`config.mk`:
```
export PLATFORM = sky130hd
export DESIGN_NAME = orient_config
export DESIGN_NICKNAME = d
export VERILOG_FILES = /design/src/orient_pkg.sv /design/src/axis_orient.sv /design/src/delta_scale.sv /design/src/orient_config.sv
export SDC_FILE = /design/constraint.sdc
export NUM_CORES = 1
export LEC_CHECK = 0
export ABC_AREA = 0
export BUFFER_PORTS_ARGS = -buffer_cell sky130_fd_sc_hd__buf_2
export CAP_MARGIN = 20
export CORE_UTILIZATION = 52
export DETAILED_ROUTE_END_ITERATION = 8
export PLACE_DENSITY_LB_ADDON = 0.05
export RECOVER_POWER = 50
export REMOVE_ABC_BUFFERS = 1
export SLEW_MARGIN = 0
export SYNTH_ARGS = -nofsm -noshare
export SYNTH_HDL_FRONTEND = slang
export SYNTH_SLANG_ARGS = --single-unit
```
`constraint.sdc`:
```
create_clock -name i_clock -period 6.1 [get_ports i_clock]
set_clock_uncertainty 0.1 [all_clocks]
set_input_delay 0.915 -clock i_clock [delete_from_list [all_inputs] [get_ports i_clock]]
set_output_delay 0.915 -clock i_clock [all_outputs]
set_load 0.01 [all_outputs]
```
`src/orient_pkg.sv`:
```
`default_nettype none
package orient_pkg;
  // ****************************************
  // Register indices (byte address = 4 * index)
  // ****************************************
  localparam logic [7:0] IDX_CFG_EN = 8'hDF;
  localparam logic [7:0] IDX_RES_ORIENT = 8'hE0;
  localparam logic [7:0] IDX_PROD_LO = 8'hE2;
  localparam logic [7:0] IDX_PROD_HI = 8'hE3;
  localparam logic [7:0] IDX_VEND_LO = 8'hE4;
  localparam logic [7:0] IDX_VEND_HI = 8'hE5;
  localparam logic [7:0] IDX_FREEZE = 8'hE8;
  // ****************************************
  // Reset values and keys
  // ****************************************
  localparam logic [7:0] RST_CFG_EN = 8'h00;
  localparam logic [7:0] RST_RES_ORIENT = 8'h54;
  localparam logic [7:0] RST_ID_BYTE = 8'h00;
  localparam logic [7:0] RST_FREEZE = 8'h00;
  localparam logic [7:0] FREEZE_KEY = 8'hFF;
  // ****************************************
  // Field positions in resolution_orientation
  // ****************************************
  localparam int POS_SWAP = 6;
  localparam int POS_XNEG = 5;
  localparam int POS_YNEG = 4;
  localparam int POS_RES_HI = 2;
  localparam int POS_RES_LO = 0;
  localparam int POS_ORIENT_HI = 6;
  localparam int POS_ORIENT_LO = 4;
  // Orientation codes {swap, x_neg, y_neg}
  localparam logic [2:0] ROT_0 = 3'h5;
  localparam logic [2:0] ROT_90 = 3'h0;
  localparam logic [2:0] ROT_180 = 3'h6;
  localparam logic [2:0] ROT_270 = 3'h3;
  // Resolution codes, counts per inch = 250 * multiplier
  localparam logic [2:0] RES_500 = 3'h2;
  localparam logic [2:0] RES_750 = 3'h3;
  localparam logic [2:0] RES_1000 = 3'h4;
  localparam logic [2:0] RES_1250 = 3'h5;
  localparam int DW = 12;
  // ****************************************
  // Carriers
  // ****************************************
  typedef struct packed {
    logic valid;
    logic signed [DW-1:0] dx;
    logic signed [DW-1:0] dy;
  } motion_t;
  typedef struct packed {
    logic read;
    logic write;
    logic [7:0] address;
    logic [31:0] writedata;
    logic [3:0] byteenable;
  } avs_req_t;
  // Negation clipped so the most negative value stays in range
  function automatic logic signed [DW-1:0] neg_sat(input logic signed [DW-1:0] v);
    neg_sat = (v == {1'b1, {(DW-1){1'b0}}}) ? {1'b0, {(DW-1){1'b1}}} : -v;
  endfunction
  // Multiplier per resolution code; illegal codes fall back to 1000
  function automatic logic [2:0] res_mult(input logic [2:0] code);
    unique case (code)
      RES_500: res_mult = 3'h2;
      RES_750: res_mult = 3'h3;
      RES_1000: res_mult = 3'h4;
      RES_1250: res_mult = 3'h5;
      default: res_mult = 3'h4;
    endcase
  endfunction
endpackage
`default_nettype wire

```
`src/axis_orient.sv`:
```
`timescale 1ns/1ps
`default_nettype none
// Exchange first, then negate the exchanged axes
module axis_orient #(
  parameter int W = orient_pkg::DW
) (
  input wire logic signed [W-1:0] i_x,
  input wire logic signed [W-1:0] i_y,
  input wire logic i_swap,
  input wire logic i_xneg,
  input wire logic i_yneg,
  output logic signed [W-1:0] o_x,
  output logic signed [W-1:0] o_y
);
  logic signed [W-1:0] sx; // After exchange
  logic signed [W-1:0] sy;
  always_comb begin
    sx = i_swap ? i_y : i_x;
    sy = i_swap ? i_x : i_y;
    o_x = i_xneg ? orient_pkg::neg_sat(sx) : sx;
    o_y = i_yneg ? orient_pkg::neg_sat(sy) : sy;
  end
endmodule
`default_nettype wire

```
`src/delta_scale.sv`:
```
`timescale 1ns/1ps
`default_nettype none
// Scales one raw delta (250 cpi units) to the selected resolution
module delta_scale #(
  parameter int W = orient_pkg::DW
) (
  input wire logic signed [W-1:0] i_delta,
  input wire logic [2:0] i_code,
  output logic signed [W-1:0] o_delta
);
  // Wide product, clipped to the report width
  logic signed [W+3:0] prod;
  localparam logic signed [W+3:0] MAXV = (W+4)'(2**(W-1) - 1);
  localparam logic signed [W+3:0] MINV = -(W+4)'(2**(W-1));
  always_comb begin
    prod = (W+4)'(i_delta) * $signed({1'b0, orient_pkg::res_mult(i_code)});
    if (prod > MAXV) begin
      o_delta = MAXV[W-1:0];
    end else if (prod < MINV) begin
      o_delta = MINV[W-1:0];
    end else begin
      o_delta = prod[W-1:0];
    end
  end
endmodule
`default_nettype wire

```
`src/orient_config.sv`:
```
// What this block does
// Orientation code picks rotation, exchange swaps axes
// Axis exchange happens before both inversions
// x_negate set reverses reported X motion
// y_negate set reverses reported Y motion
// Resolution codes 2..5 give 500..1250 cpi
// Product ident: low byte E2, high E3
// Vendor ident: low byte E4, high E5
// Writing FF to freeze key locks configuration
// Zero config_enable bypasses the stored resolution/orientation and idents; the freeze lock still applies
// Resolution/orientation register resets to 54
// Motion is scaled and oriented before reporting
`timescale 1ns/1ps
`default_nettype none
module orient_config #(
  parameter logic [15:0] PROD_DEFAULT = 16'hA5C3, // Arbitrary value
  parameter logic [15:0] VEND_DEFAULT = 16'h5A3C  // Arbitrary value
) (
  input wire logic i_clock,
  input wire logic i_rst_n,
  // Avalon-MM slave, word addressed by register index
  input wire orient_pkg::avs_req_t i_avs,
  output logic [31:0] o_avs_readdata,
  output logic o_avs_waitrequest,
  // Raw motion in 250 cpi units, same clock
  input wire orient_pkg::motion_t i_motion,
  output orient_pkg::motion_t o_report,
  output logic [15:0] o_product_ident,
  output logic [15:0] o_vendor_ident,
  output logic o_locked,
  output logic o_config_active
);
  // ****************************************
  // Register storage
  // ****************************************
  logic [7:0] cfg_en_r; // config_enable
  logic [7:0] res_orient_r; // resolution_orientation
  logic [7:0] prod_lo_r; // product_id_low
  logic [7:0] prod_hi_r; // product_id_high
  logic [7:0] vend_lo_r; // vendor_id_low
  logic [7:0] vend_hi_r; // vendor_id_high
  logic [7:0] freeze_r; // config_freeze_key
  logic wait_r; // Drives waitrequest
  logic [31:0] rdata_r; // Drives readdata

  // ****************************************
  // Bus handshake
  // ****************************************
  logic req; // Any request pending
  logic commit; // Edge at which master sees waitrequest low
  logic wr_go; // Write takes effect this edge
  logic frozen; // Configuration locked
  assign req = i_avs.read | i_avs.write;
  assign commit = req & ~wait_r;
  assign wr_go = commit & i_avs.write & i_avs.byteenable[0];
  assign frozen = (freeze_r == orient_pkg::FREEZE_KEY);

  // Read mux, unmapped addresses read zero
  function automatic logic [7:0] reg_mux(input logic [7:0] idx);
    unique case (idx)
      orient_pkg::IDX_CFG_EN: reg_mux = cfg_en_r;
      orient_pkg::IDX_RES_ORIENT: reg_mux = res_orient_r;
      orient_pkg::IDX_PROD_LO: reg_mux = prod_lo_r;
      orient_pkg::IDX_PROD_HI: reg_mux = prod_hi_r;
      orient_pkg::IDX_VEND_LO: reg_mux = vend_lo_r;
      orient_pkg::IDX_VEND_HI: reg_mux = vend_hi_r;
      orient_pkg::IDX_FREEZE: reg_mux = freeze_r;
      default: reg_mux = 8'h00;
    endcase
  endfunction

  // One wait cycle per access, then back to waiting
  always_ff @(posedge i_clock or negedge i_rst_n) begin
    if (!i_rst_n) begin
      wait_r <= 1'b1;
    end else if (req && wait_r) begin
      // Request taken: answer in the next cycle
      wait_r <= 1'b0;
    end else begin
      // Answer given or bus idle
      wait_r <= 1'b1;
    end
  end

  // Read data captured while waiting, stands at the answer edge
  always_ff @(posedge i_clock or negedge i_rst_n) begin
    if (!i_rst_n) begin
      rdata_r <= 32'h0000_0000;
    end else if (i_avs.read && wait_r) begin
      // Sampled at the taking edge, shown during the answer
      rdata_r <= {24'h00_0000, reg_mux(i_avs.address)};
    end else if (commit) begin
      // Cleared so stale data never leaks into a later read
      rdata_r <= 32'h0000_0000;
    end
  end

  // ****************************************
  // Register writes
  // ****************************************
  // Writes to the configuration space are dropped once frozen;
  // the key itself is also frozen so the lock cannot be undone
  always_ff @(posedge i_clock or negedge i_rst_n) begin
    if (!i_rst_n) begin
      cfg_en_r <= orient_pkg::RST_CFG_EN;
      res_orient_r <= orient_pkg::RST_RES_ORIENT;
      prod_lo_r <= orient_pkg::RST_ID_BYTE;
      prod_hi_r <= orient_pkg::RST_ID_BYTE;
      vend_lo_r <= orient_pkg::RST_ID_BYTE;
      vend_hi_r <= orient_pkg::RST_ID_BYTE;
      freeze_r <= orient_pkg::RST_FREEZE;
    end else if (wr_go && !frozen) begin
      // Only byte lane 0 carries storage
      unique case (i_avs.address)
        orient_pkg::IDX_CFG_EN: cfg_en_r <= i_avs.writedata[7:0];
        orient_pkg::IDX_RES_ORIENT: res_orient_r <= i_avs.writedata[7:0];
        orient_pkg::IDX_PROD_LO: prod_lo_r <= i_avs.writedata[7:0];
        orient_pkg::IDX_PROD_HI: prod_hi_r <= i_avs.writedata[7:0];
        orient_pkg::IDX_VEND_LO: vend_lo_r <= i_avs.writedata[7:0];
        orient_pkg::IDX_VEND_HI: vend_hi_r <= i_avs.writedata[7:0];
        orient_pkg::IDX_FREEZE: freeze_r <= i_avs.writedata[7:0];
        default: ; // Unmapped, ignored
      endcase
    end
  end

  // ****************************************
  // Effective settings
  // ****************************************
  logic cfg_on; // Stored settings in use
  logic [7:0] eff_ro; // Effective resolution/orientation
  logic [2:0] eff_orient;
  logic [2:0] eff_res;
  logic [15:0] eff_prod;
  logic [15:0] eff_vend;
  // Bypass falls back to built-in values, not the stored bytes
  always_comb begin
    cfg_on = (cfg_en_r != 8'h00);
    eff_ro = cfg_on ? res_orient_r : orient_pkg::RST_RES_ORIENT;
    eff_orient = eff_ro[orient_pkg::POS_ORIENT_HI:orient_pkg::POS_ORIENT_LO];
    eff_res = eff_ro[orient_pkg::POS_RES_HI:orient_pkg::POS_RES_LO];
    eff_prod = cfg_on ? {prod_hi_r, prod_lo_r} : PROD_DEFAULT;
    eff_vend = cfg_on ? {vend_hi_r, vend_lo_r} : VEND_DEFAULT;
  end

  // ****************************************
  // Motion path
  // ****************************************
  logic signed [orient_pkg::DW-1:0] sc_x; // Scaled
  logic signed [orient_pkg::DW-1:0] sc_y;
  logic signed [orient_pkg::DW-1:0] or_x; // Oriented
  logic signed [orient_pkg::DW-1:0] or_y;

  // Scaling first keeps saturation independent of rotation
  delta_scale #(.W(orient_pkg::DW)) u_scale_x (
    .i_delta(i_motion.dx),
    .i_code(eff_res),
    .o_delta(sc_x)
  );
  delta_scale #(.W(orient_pkg::DW)) u_scale_y (
    .i_delta(i_motion.dy),
    .i_code(eff_res),
    .o_delta(sc_y)
  );
  axis_orient #(.W(orient_pkg::DW)) u_orient (
    .i_x(sc_x),
    .i_y(sc_y),
    .i_swap(eff_ro[orient_pkg::POS_SWAP]),
    .i_xneg(eff_ro[orient_pkg::POS_XNEG]),
    .i_yneg(eff_ro[orient_pkg::POS_YNEG]),
    .o_x(or_x),
    .o_y(or_y)
  );

  // Report register, one cycle behind the raw sample
  always_ff @(posedge i_clock or negedge i_rst_n) begin
    if (!i_rst_n) begin
      o_report <= '0;
    end else if (i_motion.valid) begin
      o_report <= '{valid: 1'b1, dx: or_x, dy: or_y};
    end else begin
      o_report.valid <= 1'b0;
    end
  end

  // Identity and status outputs
  always_ff @(posedge i_clock or negedge i_rst_n) begin
    if (!i_rst_n) begin
      o_product_ident <= 16'h0000;
      o_vendor_ident <= 16'h0000;
      o_locked <= 1'b0;
      o_config_active <= 1'b0;
    end else begin
      o_product_ident <= eff_prod;
      o_vendor_ident <= eff_vend;
      o_locked <= frozen;
      o_config_active <= cfg_on;
    end
  end

  assign o_avs_waitrequest = wait_r;
  assign o_avs_readdata = rdata_r;

  logic first_r; // High in the first cycle after reset release
  always_ff @(posedge i_clock or negedge i_rst_n) begin
    if (!i_rst_n) begin
      first_r <= 1'b1;
    end else begin
      first_r <= 1'b0;
    end
  end
endmodule
`default_nettype wire

```
==> flow_summary.toml, run 1 <==
[run_status]
outcome = "complete, but fails checks"
violations = "negative setup slack"

[logic_synthesis]
synth.distinct_cells = 79
yosysWarnings = 0
synthFlopType = "dfrtp_1"
synthDominantCellAreaShare_pct = 32.6
syn_inst = 983
yosysSeqAreaShare_pct = 33.7
async_flop_share_pct = 100
ys_ff_latch = 124
syn-cell-area_um2 = 9220
yosys-top-cells-area = "dfrtp_1 33%, ha_1 8.1%, mux2_2 6.8%"
ys_top_cells_by_count = "120 x dfrtp_1, 98 x inv_1, 77 x nand2_1"
yosysMostFrequentCell = "dfrtp_1"
synth.avg_cell_area_um2 = 9.38
synth_edf_count = 0
synth.largest_area_cell = "dfrtp_1"

[drt]
antenna_left = 0
via_per_inst = 5.42
vias = 7810
wl_per_cell_um = 16.2
drtIter0Drc = 431
firstDrtPassIters = 5
wl_um = 23300
drc = 0

[global_routing]
grt_usage_pct = 24.4
grt_pass1_wl_um = 35200
antenna_found_initial = 0
grt_overflow_total = 0
grt_max_degree = 69
grt_pass1_vias = 7112

[setup_path]
critPathLaunchType = "flop"
cp-end-kind = "flop"
cp.arrival_ps = 6410
critPathKind = "flop to flop"
worst_path_max_delay_cell = "fa_1"
cp.required_ps = 6340
r2r_slack_ps = -70
crit_family = "compound AO/OA/AOI/OAI gates"
critPathBufInv = 8
path_common_cell = "buf_12"
cp_slowest_stage_delay_ps = 540
crit_fanout = 10

[timing]
maxSlewHeadroom_pct = 35.8
drv_slew = 0
finalHoldViolCount = 0
min_period_ps = 6170
rsz0062_at_grt = "true"
fmax_mhz = 162
worst_slew_pin_slew_ps = 959
period_share_pct = 101
setup_viol = 11
setup_slack_ps = -69.1

[die]
ios = 165
die_h_um = 135
core_um2 = 17300
dieArea_um2 = 18300
fp-row-count = 48
die_x_um = 135
initial_core_util_pct = 53.3

[finish]
area_delta_synth_final_pct = 32.9
layout.nets = 1361
utilization_pct = 70.9
stdcell_area_um2 = 12300
layout-drive-gt1-share_pct = 37.1
n_antenna_cell = 0

[placed_design]
gp_congestion = 0.910
io_buffers = 113
placed_area_um2 = 10600
pre_cts_ws_ps = -202
dp_hpwl_um = 16200

[worst_hold_path]
hold_class = "flop to flop"

[flow_run]
drv_cap = 0

[clocking]
cts_buffers = 17
path_clk_slew_ps = 60
clockBufferDepth = 2
postCtsHoldBufs = 0
cts_max_level = 4
root_buffer = "clkbuf_16"
cts_tree = "built"
clk-insertion-delay-late_ps = 410
cts.sinks = 124

[pwr]
power.total_uw = 2440
cellLeakagePower_uw = 0.00597
power.density_nw_per_um2 = 199
vdd_ir_drop_max_uv = 279
[cell type report]
| type | count | area [um2] |
|---|---|---|
| Tap cell | 225 | 282 |
| Sequential cell | 124 | 3110 |
| Clock inverter | 11 | 168 |
| Fill cell | 1351 | 5040 |
| Multi-Input combinational cell | 725 | 6220 |
| Timing Repair Buffer | 238 | 1660 |
| Clock buffer | 20 | 457 |
| Inverter | 98 | 368 |
[tightest hold or removal path: stages (launching register included)]
cell and delay, ps:
dfrtp_1 330, nand2_1 50, o21ai_0 60
[timing repair]
item / 4_1_cts / 5_1_grt
gates cloned: 0 / 4
buffers inserted: 12 / 14
setup endpoints to repair: 24 / 24
pin swaps: 18 / 35
gates resized for setup: 37 / 103
[kinds of logic (layout without fill, tap and decap cells)]
logic type / after synthesis / count (layout) / share of synthesized area, %
DFF: 124 / 124 / 33.7
AOI/OAI and AO/OA: 179 / 179 / 14.0
adders and majority gates: 84 / 84 / 13.3
muxes: 84 / 84 / 10.1
buffers and inverters: 157 / 367 / 7.54
xor gates and xnor gates: 38 / 38 / 3.61
other: 1 / 24 / 0.0407
and+or+nand+nor: 316 / 316 / 17.6
[layout by cell type, fill, tap and decap left out, types with 21 or more instances in the layout]
master	instances
buf_4	108
nor2b_1	31
inv_1	91
dfrtp_1	120
a21oi_1	29
clkbuf_16	21
buf_2	111
mux2_2	56
and2_1	44
fa_1	22
mux2i_1	26
ha_1	41
nor2_1	63
conb_1	24
nand2_1	73
nand2b_1	25
[flip-flops by register name, summed over array words and instances (netlist names)]
signal	cells
cfg_en_r	8
freeze_r	8
o_avs_readdata	8
o_avs_waitrequest	1
o_config_active	1
o_locked	1
o_product_ident	16
o_report	25
o_vendor_ident	16
prod_hi_r	8
prod_lo_r	8
res_orient_r	8
vend_hi_r	8
vend_lo_r	8
[report_power, final]
group | switching (uW) | internal (uW)
clock network | 366 | 701
registers | 23.6 | 865
logic | 275 | 210
total | 664 | 1780
[final timing paths]
path / start / to / cells after the start
worst max-delay path: cfg_en_r[4] / o_report[5] / 28
worst min-delay path: o_avs_readdata[0] / o_avs_readdata[0] / 2
worst max register to register: cfg_en_r[4] / o_report[5] / 28
worst min register to register: o_avs_readdata[0] / o_avs_readdata[0] / 2
max in group asynchronous: i_rst_n / res_orient_r[0] / 2
min in group asynchronous: i_rst_n / o_vendor_ident[14] / 1
[layer usage]
layer / GRT usage [%] / routed length (um) / vias to the layer above
li1: - / - / 3787
met1: 36.6 / 11400 / 3770
met2: 36.3 / 10300 / 223
met3: 3.44 / 1050 / 30
met4: 7.24 / 537 / 0
met5: 0 / 0 / -
[per-stage QoR]
step | hold slack, ps | instances | TNS (ps)
2_1_floorplan | 351 | 947 | -14160
3_3_place_gp | 362 | 1380 | -1210
3_5_place_dp | 368 | 1380 | -3240
4_1_cts | 379 | 1423 | -0.314
5_1_grt | 400 | 1441 | -5420
6_report | 372 | 1441 | -599
Note: power is estimated with default switching activity, not from simulation.
==> run 2: changes to the inputs <==
Settings changed: ABC_AREA 0 to 1.
==> flow_summary.toml, run 2 <==
[run_status]
outcome = "complete, but fails checks"
violations = "max-capacitance violations, max-slew violations"

[logic_synthesis]
yosysSeqAreaShare_pct = 32.9
synth.largest_area_cell = "dfrtp_1"
ys_ff_latch = 124
synth.avg_cell_area_um2 = 7.05
async_flop_share_pct = 100
synth.distinct_cells = 40
yosysMostFrequentCell = "nand2_1"
synthDominantCellAreaShare_pct = 31.8
syn_inst = 1340
syn-cell-area_um2 = 9440
ys_top_cells_by_count = "323 x nand2_1, 280 x inv_1, 141 x nor2_1"
yosys-top-cells-area = "dfrtp_1 32%, nand2_1 13%, inv_1 11%"
yosysWarnings = 0
synth_edf_count = 0
synthFlopType = "dfrtp_1"

[setup_path]
r2r.worst_path.cells = 33
worst_path_max_delay_cell = "fa_1"
r2r_end = "o_report[12]"
rr_startpoint = "cfg_en_r[6]"
critPathLaunchType = "flop"
cp_slowest_stage_delay_ps = 410
critPathKind = "flop to flop"
cp.required_ps = 6350
cp.arrival_ps = 5760
r2r_slack_ps = 590
cp-end-kind = "flop"
crit_fanout = 25

[placed_design]
io_buffers = 113
placed_cells_incl_taps = 1655
dp_hpwl_um = 17300
placed_area_um2 = 10100
gp_congestion = 0.898

[global_routing]
grt_max_degree = 82
grt_pass1_vias = 7708
antenna_found_initial = 0
grt_pass1_wl_um = 37400
grt_usage_pct = 25.7
grt_overflow_total = 0

[die]
ios = 165
dieArea_um2 = 18700
initial_core_util_pct = 53.8
die_h_um = 137
core_um2 = 17500
die_x_um = 137
fp-row-count = 48

[finish]
top_register = "o_report"
final_cell_mix = "323 x nand2_1, 279 x inv_1, 141 x nor2_1"
area_delta_synth_final_pct = 12.9
n_antenna_cell = 0
reg_top3 = "o_report: 25 flops, o_product_ident: 16 flops, o_vendor_ident: 16 flops"
stdcell_area_um2 = 10700
mostFrequentLayoutCell = "nand2_1"
largest_reg_flops = 25
layout-drive-gt1-share_pct = 14.2
layout.nets = 1607
instances_no_fill = 1688
fillers = 1694
seqCellArea_um2 = 3110
multi_input_area_um2 = 5000

[drt]
firstDrtPassIters = 5
drtIter0Drc = 637
via_per_inst = 5.03
wl_um = 22500
vias = 8498
drc = 0
wl_per_cell_um = 13.3
antenna_left = 0

[clocking]
postCtsHoldBufs = 0
ctsResizeCount = 0
post_cts_buffers = 0
cts.sinks = 124
root_buffer = "clkbuf_16"
cts_buffers = 17
clockBufferDepth = 2
cts_tree = "built"
clk-insertion-delay-late_ps = 410
path_clk_slew_ps = 60
cts_max_level = 4

[timing]
fmax_mhz = 182
setup_viol = 0
period_share_pct = 90.3
tns_ps = 0
finalHoldViolCount = 0
min_period_ps = 5510
worst_slew_pin_slew_ps = 2190
rsz0062_at_grt = "false"
maxSlewHeadroom_pct = -46.1
drv_slew = 119

[worst_hold_path]
hold_end = "o_product_ident[13]"
hp-start = "prod_hi_r[5]"
hold_depth = 2
hold_class = "flop to flop"

[pwr]
vdd_ir_drop_max_uv = 208
cellLeakagePower_uw = 0.00599
power.density_nw_per_um2 = 209

[flow_run]
drv_cap = 2
==> run 2: cell count changes in the layout (fill, tap and decap cells not counted), moves of 64 or more <==
| cell | previous run | this run |
|---|---|---|
| nand2_1 | 73 | 323 |
| inv_1 | 91 | 279 |
| buf_4 | 108 | 6 |
| nor2_1 | 63 | 141 |
| nand3_1 | 8 | 82 |
| o21ai_0 | 19 | 83 |
==> run 2: critical path: cells and delay by family (launching register included) <==
| family | cells | cell delay (ps) |
|---|---|---|
| flops | 1 | 370 |
| simple gates | 18 | 2270 |
| buf+inv | 9 | 1180 |
| compound gates | 2 | 330 |
| xor+xnor | 1 | 270 |
| fa+ha+maj | 3 | 880 |
==> run 2: power breakdown <==
group          internal (uW)  switching [uW]  total, uW  leakage, uW
logic                    128             252        380      0.00422
clock network            599             372        971     0.000275
registers                857            19.4        877      0.00150
total                   1580             644       2230      0.00599
==> run 2: worst max-delay path by stage <==
stage           startpoint      endpoint  slack (ps)  cells after the start
2_1_floorplan  cfg_en_r[7]  o_report[21]         440                     33
3_5_place_dp   cfg_en_r[7]  o_report[12]         560                     33
6_report       cfg_en_r[6]  o_report[12]         590                     33
3_3_place_gp   cfg_en_r[7]  o_report[12]         570                     33
5_1_grt        cfg_en_r[5]  o_report[12]          40                     33
4_1_cts        cfg_en_r[5]  o_report[12]         510                     33
==> run 2: per-layer routing <==
metal  GRT usage, %  vias up  part of all wire, %
met5              0        -                    0
met4           5.06        0                 0.70
met3           4.89       19                  7.2
met2           37.9      303                   42
met1           38.7     3894                   50
li1               -     4282                    -
==> run 2: through the flow <==
step	util [%]	setup slack, ps	hold WS [ps]	power [uW]
3_3_place_gp	57.6	572	355	1270
3_5_place_dp	57.6	561	353	1270
4_1_cts	60.8	512	367	2240
2_1_floorplan	-	444	329	1140
6_report	60.8	594	372	2230
5_1_grt	60.8	38.0	395	2340
==> run 2: kinds of logic after synthesis <==
| group | synth area share (%) |
|---|---|
| buffers and inverters | 15.0 |
| AO/OA/AOI/OAI | 8.38 |
| adder cells (fa/ha/maj) | 13.0 |
| AND/OR/NAND/NOR | 27.7 |
| other | 0.0397 |
| flip-flops | 32.9 |
| XOR/XNOR | 2.94 |
==> run 2: final cells by class <==
class / instances / area share (%)
Clock buffer: 17 / 3.99
Clock inverter: 15 / 1.41
Inverter: 285 / 10.1
Multi-Input combinational cell: 900 / 46.9
Sequential cell: 124 / 29.1
Tap cell: 225 / 2.64
Timing Repair Buffer: 122 / 5.82
==> run 3: changes to the inputs <==
Settings changed: CORE_UTILIZATION 52 to 53, SYNTH_HIERARCHICAL set to 1.
==> flow_summary.toml, run 3 <==
[run_status]
outcome = "complete, but fails checks"
violations = "max-capacitance violations, max-slew violations"

[clocking]
root_buffer = "clkbuf_16"
clockBufferDepth = 2
path_clk_slew_ps = 60
postCtsHoldBufs = 0
cts.sinks = 124
cts_buffers = 17
cts_max_level = 4
clk-insertion-delay-late_ps = 410
cts_tree = "built"

[timing]
min_period_ps = 5560
setup_viol = 0
fmax_mhz = 180
worst_slew_pin_slew_ps = 3120
period_share_pct = 91.2
tns_ps = 0
finalHoldViolCount = 0
drv_slew = 61
maxSlewHeadroom_pct = -108

[pwr]
cellLeakagePower_uw = 0.00652
power.density_nw_per_um2 = 197
vdd_ir_drop_max_uv = 193

[flow_run]
drv_cap = 1

[setup_path]
path_common_cell = "inv_1"
crit_family = "simple AND/OR/NAND/NOR gates"
cp.required_ps = 6300
worst_path_max_delay_cell = "fa_1"
crit_fanout = 13
critPathLaunchType = "flop"
critPathBufInv = 10
critPathKind = "flop to flop"
cp-end-kind = "flop"
cp.arrival_ps = 5760
cp_slowest_stage_delay_ps = 560

[finish]
multi_input_area_um2 = 5830
layout.nets = 1726
largest_reg_flops = 25
mostFrequentLayoutCell = "nand2_1"
top_register = "o_report"
layout-drive-gt1-share_pct = 16.8
final_cell_mix = "407 x nand2_1, 274 x inv_1, 141 x nor2_1"
reg_top3 = "o_report: 25 flops, o_product_ident: 16 flops, o_vendor_ident: 16 flops"
instances_no_fill = 1842
area_delta_synth_final_pct = 10.9
fillers = 1837
seqCellArea_um2 = 3110
n_antenna_cell = 0

[drt]
via_per_inst = 4.87
wl_um = 24000
drtIter0Drc = 566
drc = 0
wl_per_cell_um = 13.0
vias = 8965
antenna_left = 0
firstDrtPassIters = 5

[logic_synthesis]
synthDominantCellAreaShare_pct = 28.9
synth.area.mux_share_pct = 2.60
synth.distinct_cells = 43
synthFlopType = "dfrtp_1"
yosysSeqAreaShare_pct = 29.9
async_flop_share_pct = 100
yosysMostFrequentCell = "nand2_1"
ys_top_cells_by_count = "411 x nand2_1, 277 x inv_1, 145 x nor2_1"
ys_ff_latch = 124
synth_edf_count = 0
yosys-top-cells-area = "dfrtp_1 29%, nand2_1 15%, inv_1 10%"
synthXorXnorAreaFrac_pct = 1.78
yosysWarnings = 6
synth.avg_cell_area_um2 = 7.13
synth_top_family_by_area = "simple AND/OR/NAND/NOR gates"
synth.largest_area_cell = "dfrtp_1"
syn_inst = 1459
synth-compound-area-share_pct = 5.77
syn-cell-area_um2 = 10400
synthSimpleGateAreaFrac_pct = 32.8
synthAdderAreaFrac_pct = 11.8

[global_routing]
grt_pass1_vias = 8404
grt_pass1_wl_um = 40500
antenna_found_initial = 0
grt_overflow_total = 0
grt_max_degree = 66
grt_usage_pct = 25.3

[placed_design]
placed_cells_incl_taps = 1807
gp_congestion = 0.880
io_buffers = 113
dp_hpwl_um = 18300

[die]
ios = 165
fp-row-count = 50
initial_core_util_pct = 54.9
dieArea_um2 = 20200
die_x_um = 142
die_h_um = 142
core_um2 = 19000

[worst_hold_path]
hold_class = "flop to flop"
## run 3: cell types whose count changed in the layout (fill, tap and decap cells not counted), moves of 24 or more
cell | before | now
nand2_1 | 323 | 407
clkbuf_1 | 4 | 62
buf_2 | 111 | 54
o21ai_2 | 2 | 28
o21ai_0 | 83 | 33
mux2_2 | 0 | 24
## run 3: timing repair
item	CTS	global route
setup endpoints to repair	0	24
buffers inserted	0	2
gates resized for setup	0	20
## run 3: path summary, 6_finish.rpt
| check | startpoint | end | slack, ps | cells past startpoint |
|---|---|---|---|---|
| max in group asynchronous | i_rst_n | freeze_r[1] | 2310 | 2 |
| min reg2reg | o_avs_waitrequest | o_avs_waitrequest | 380 | 1 |
| min | o_avs_waitrequest | o_avs_waitrequest | 380 | 1 |
| max | cfg_en_r[7] | o_report[23] | 540 | 36 |
| min in group asynchronous | i_rst_n | o_report[9] | 1430 | 1 |
| max reg2reg | cfg_en_r[7] | o_report[23] | 540 | 36 |
## run 3: layout make-up
class	instances	area share, %
clock inverters	13	0.944
well taps	260	2.82
repair buffers	126	5.29
multi-input cells	1007	50.6
inverters	292	9.54
clock buffers	19	3.84
flip-flops and latches	124	26.9
repair inverters	1	0.0651
## run 3: where the power goes
group / leakage (uW) / total (uW) / internal (uW) / switching (uW)
Sequential: 0.00125 / 890 / 868 / 22.5
Clock: 0.000251 / 936 / 538 / 398
Combinational: 0.00501 / 443 / 154 / 289
## run 3: cell families (layout without fill, tap and decap cells)
kind of cell / count (synthesis) / count (layout)
AND/OR/NAND/NOR: 759 / 759
other: 1 / 24
AO/OA/AOI/OAI: 97 / 97
adder cells (fa/ha/maj): 84 / 84
XOR/XNOR: 19 / 19
buffers and inverters: 351 / 451
multiplexers: 24 / 24
flip-flops: 124 / 124
## run 3: per-stage QoR
step / setup WS, ps / util [%] / hold WS (ps) / area (um2) / power [uW]
2_1_floorplan: -213 / - / 346 / 10000 / 1200
3_3_place_gp: 216 / 58.0 / 364 / 11000 / 1340
3_5_place_dp: 101 / 58.0 / 366 / 11000 / 1350
4_1_cts: 18.5 / 60.9 / 382 / 11500 / 2290
5_1_grt: -13.6 / 60.9 / 410 / 11500 / 2390
6_report: 537 / 60.9 / 380 / 11500 / 2270
## run 3: layer usage
metal,track usage [%],up-vias,wire [um]
li1,-,4614,-
met1,36.9,4090,11900
met2,39.7,236,10700
met3,3.43,25,1120
met4,5.89,0,294
met5,0,-,0
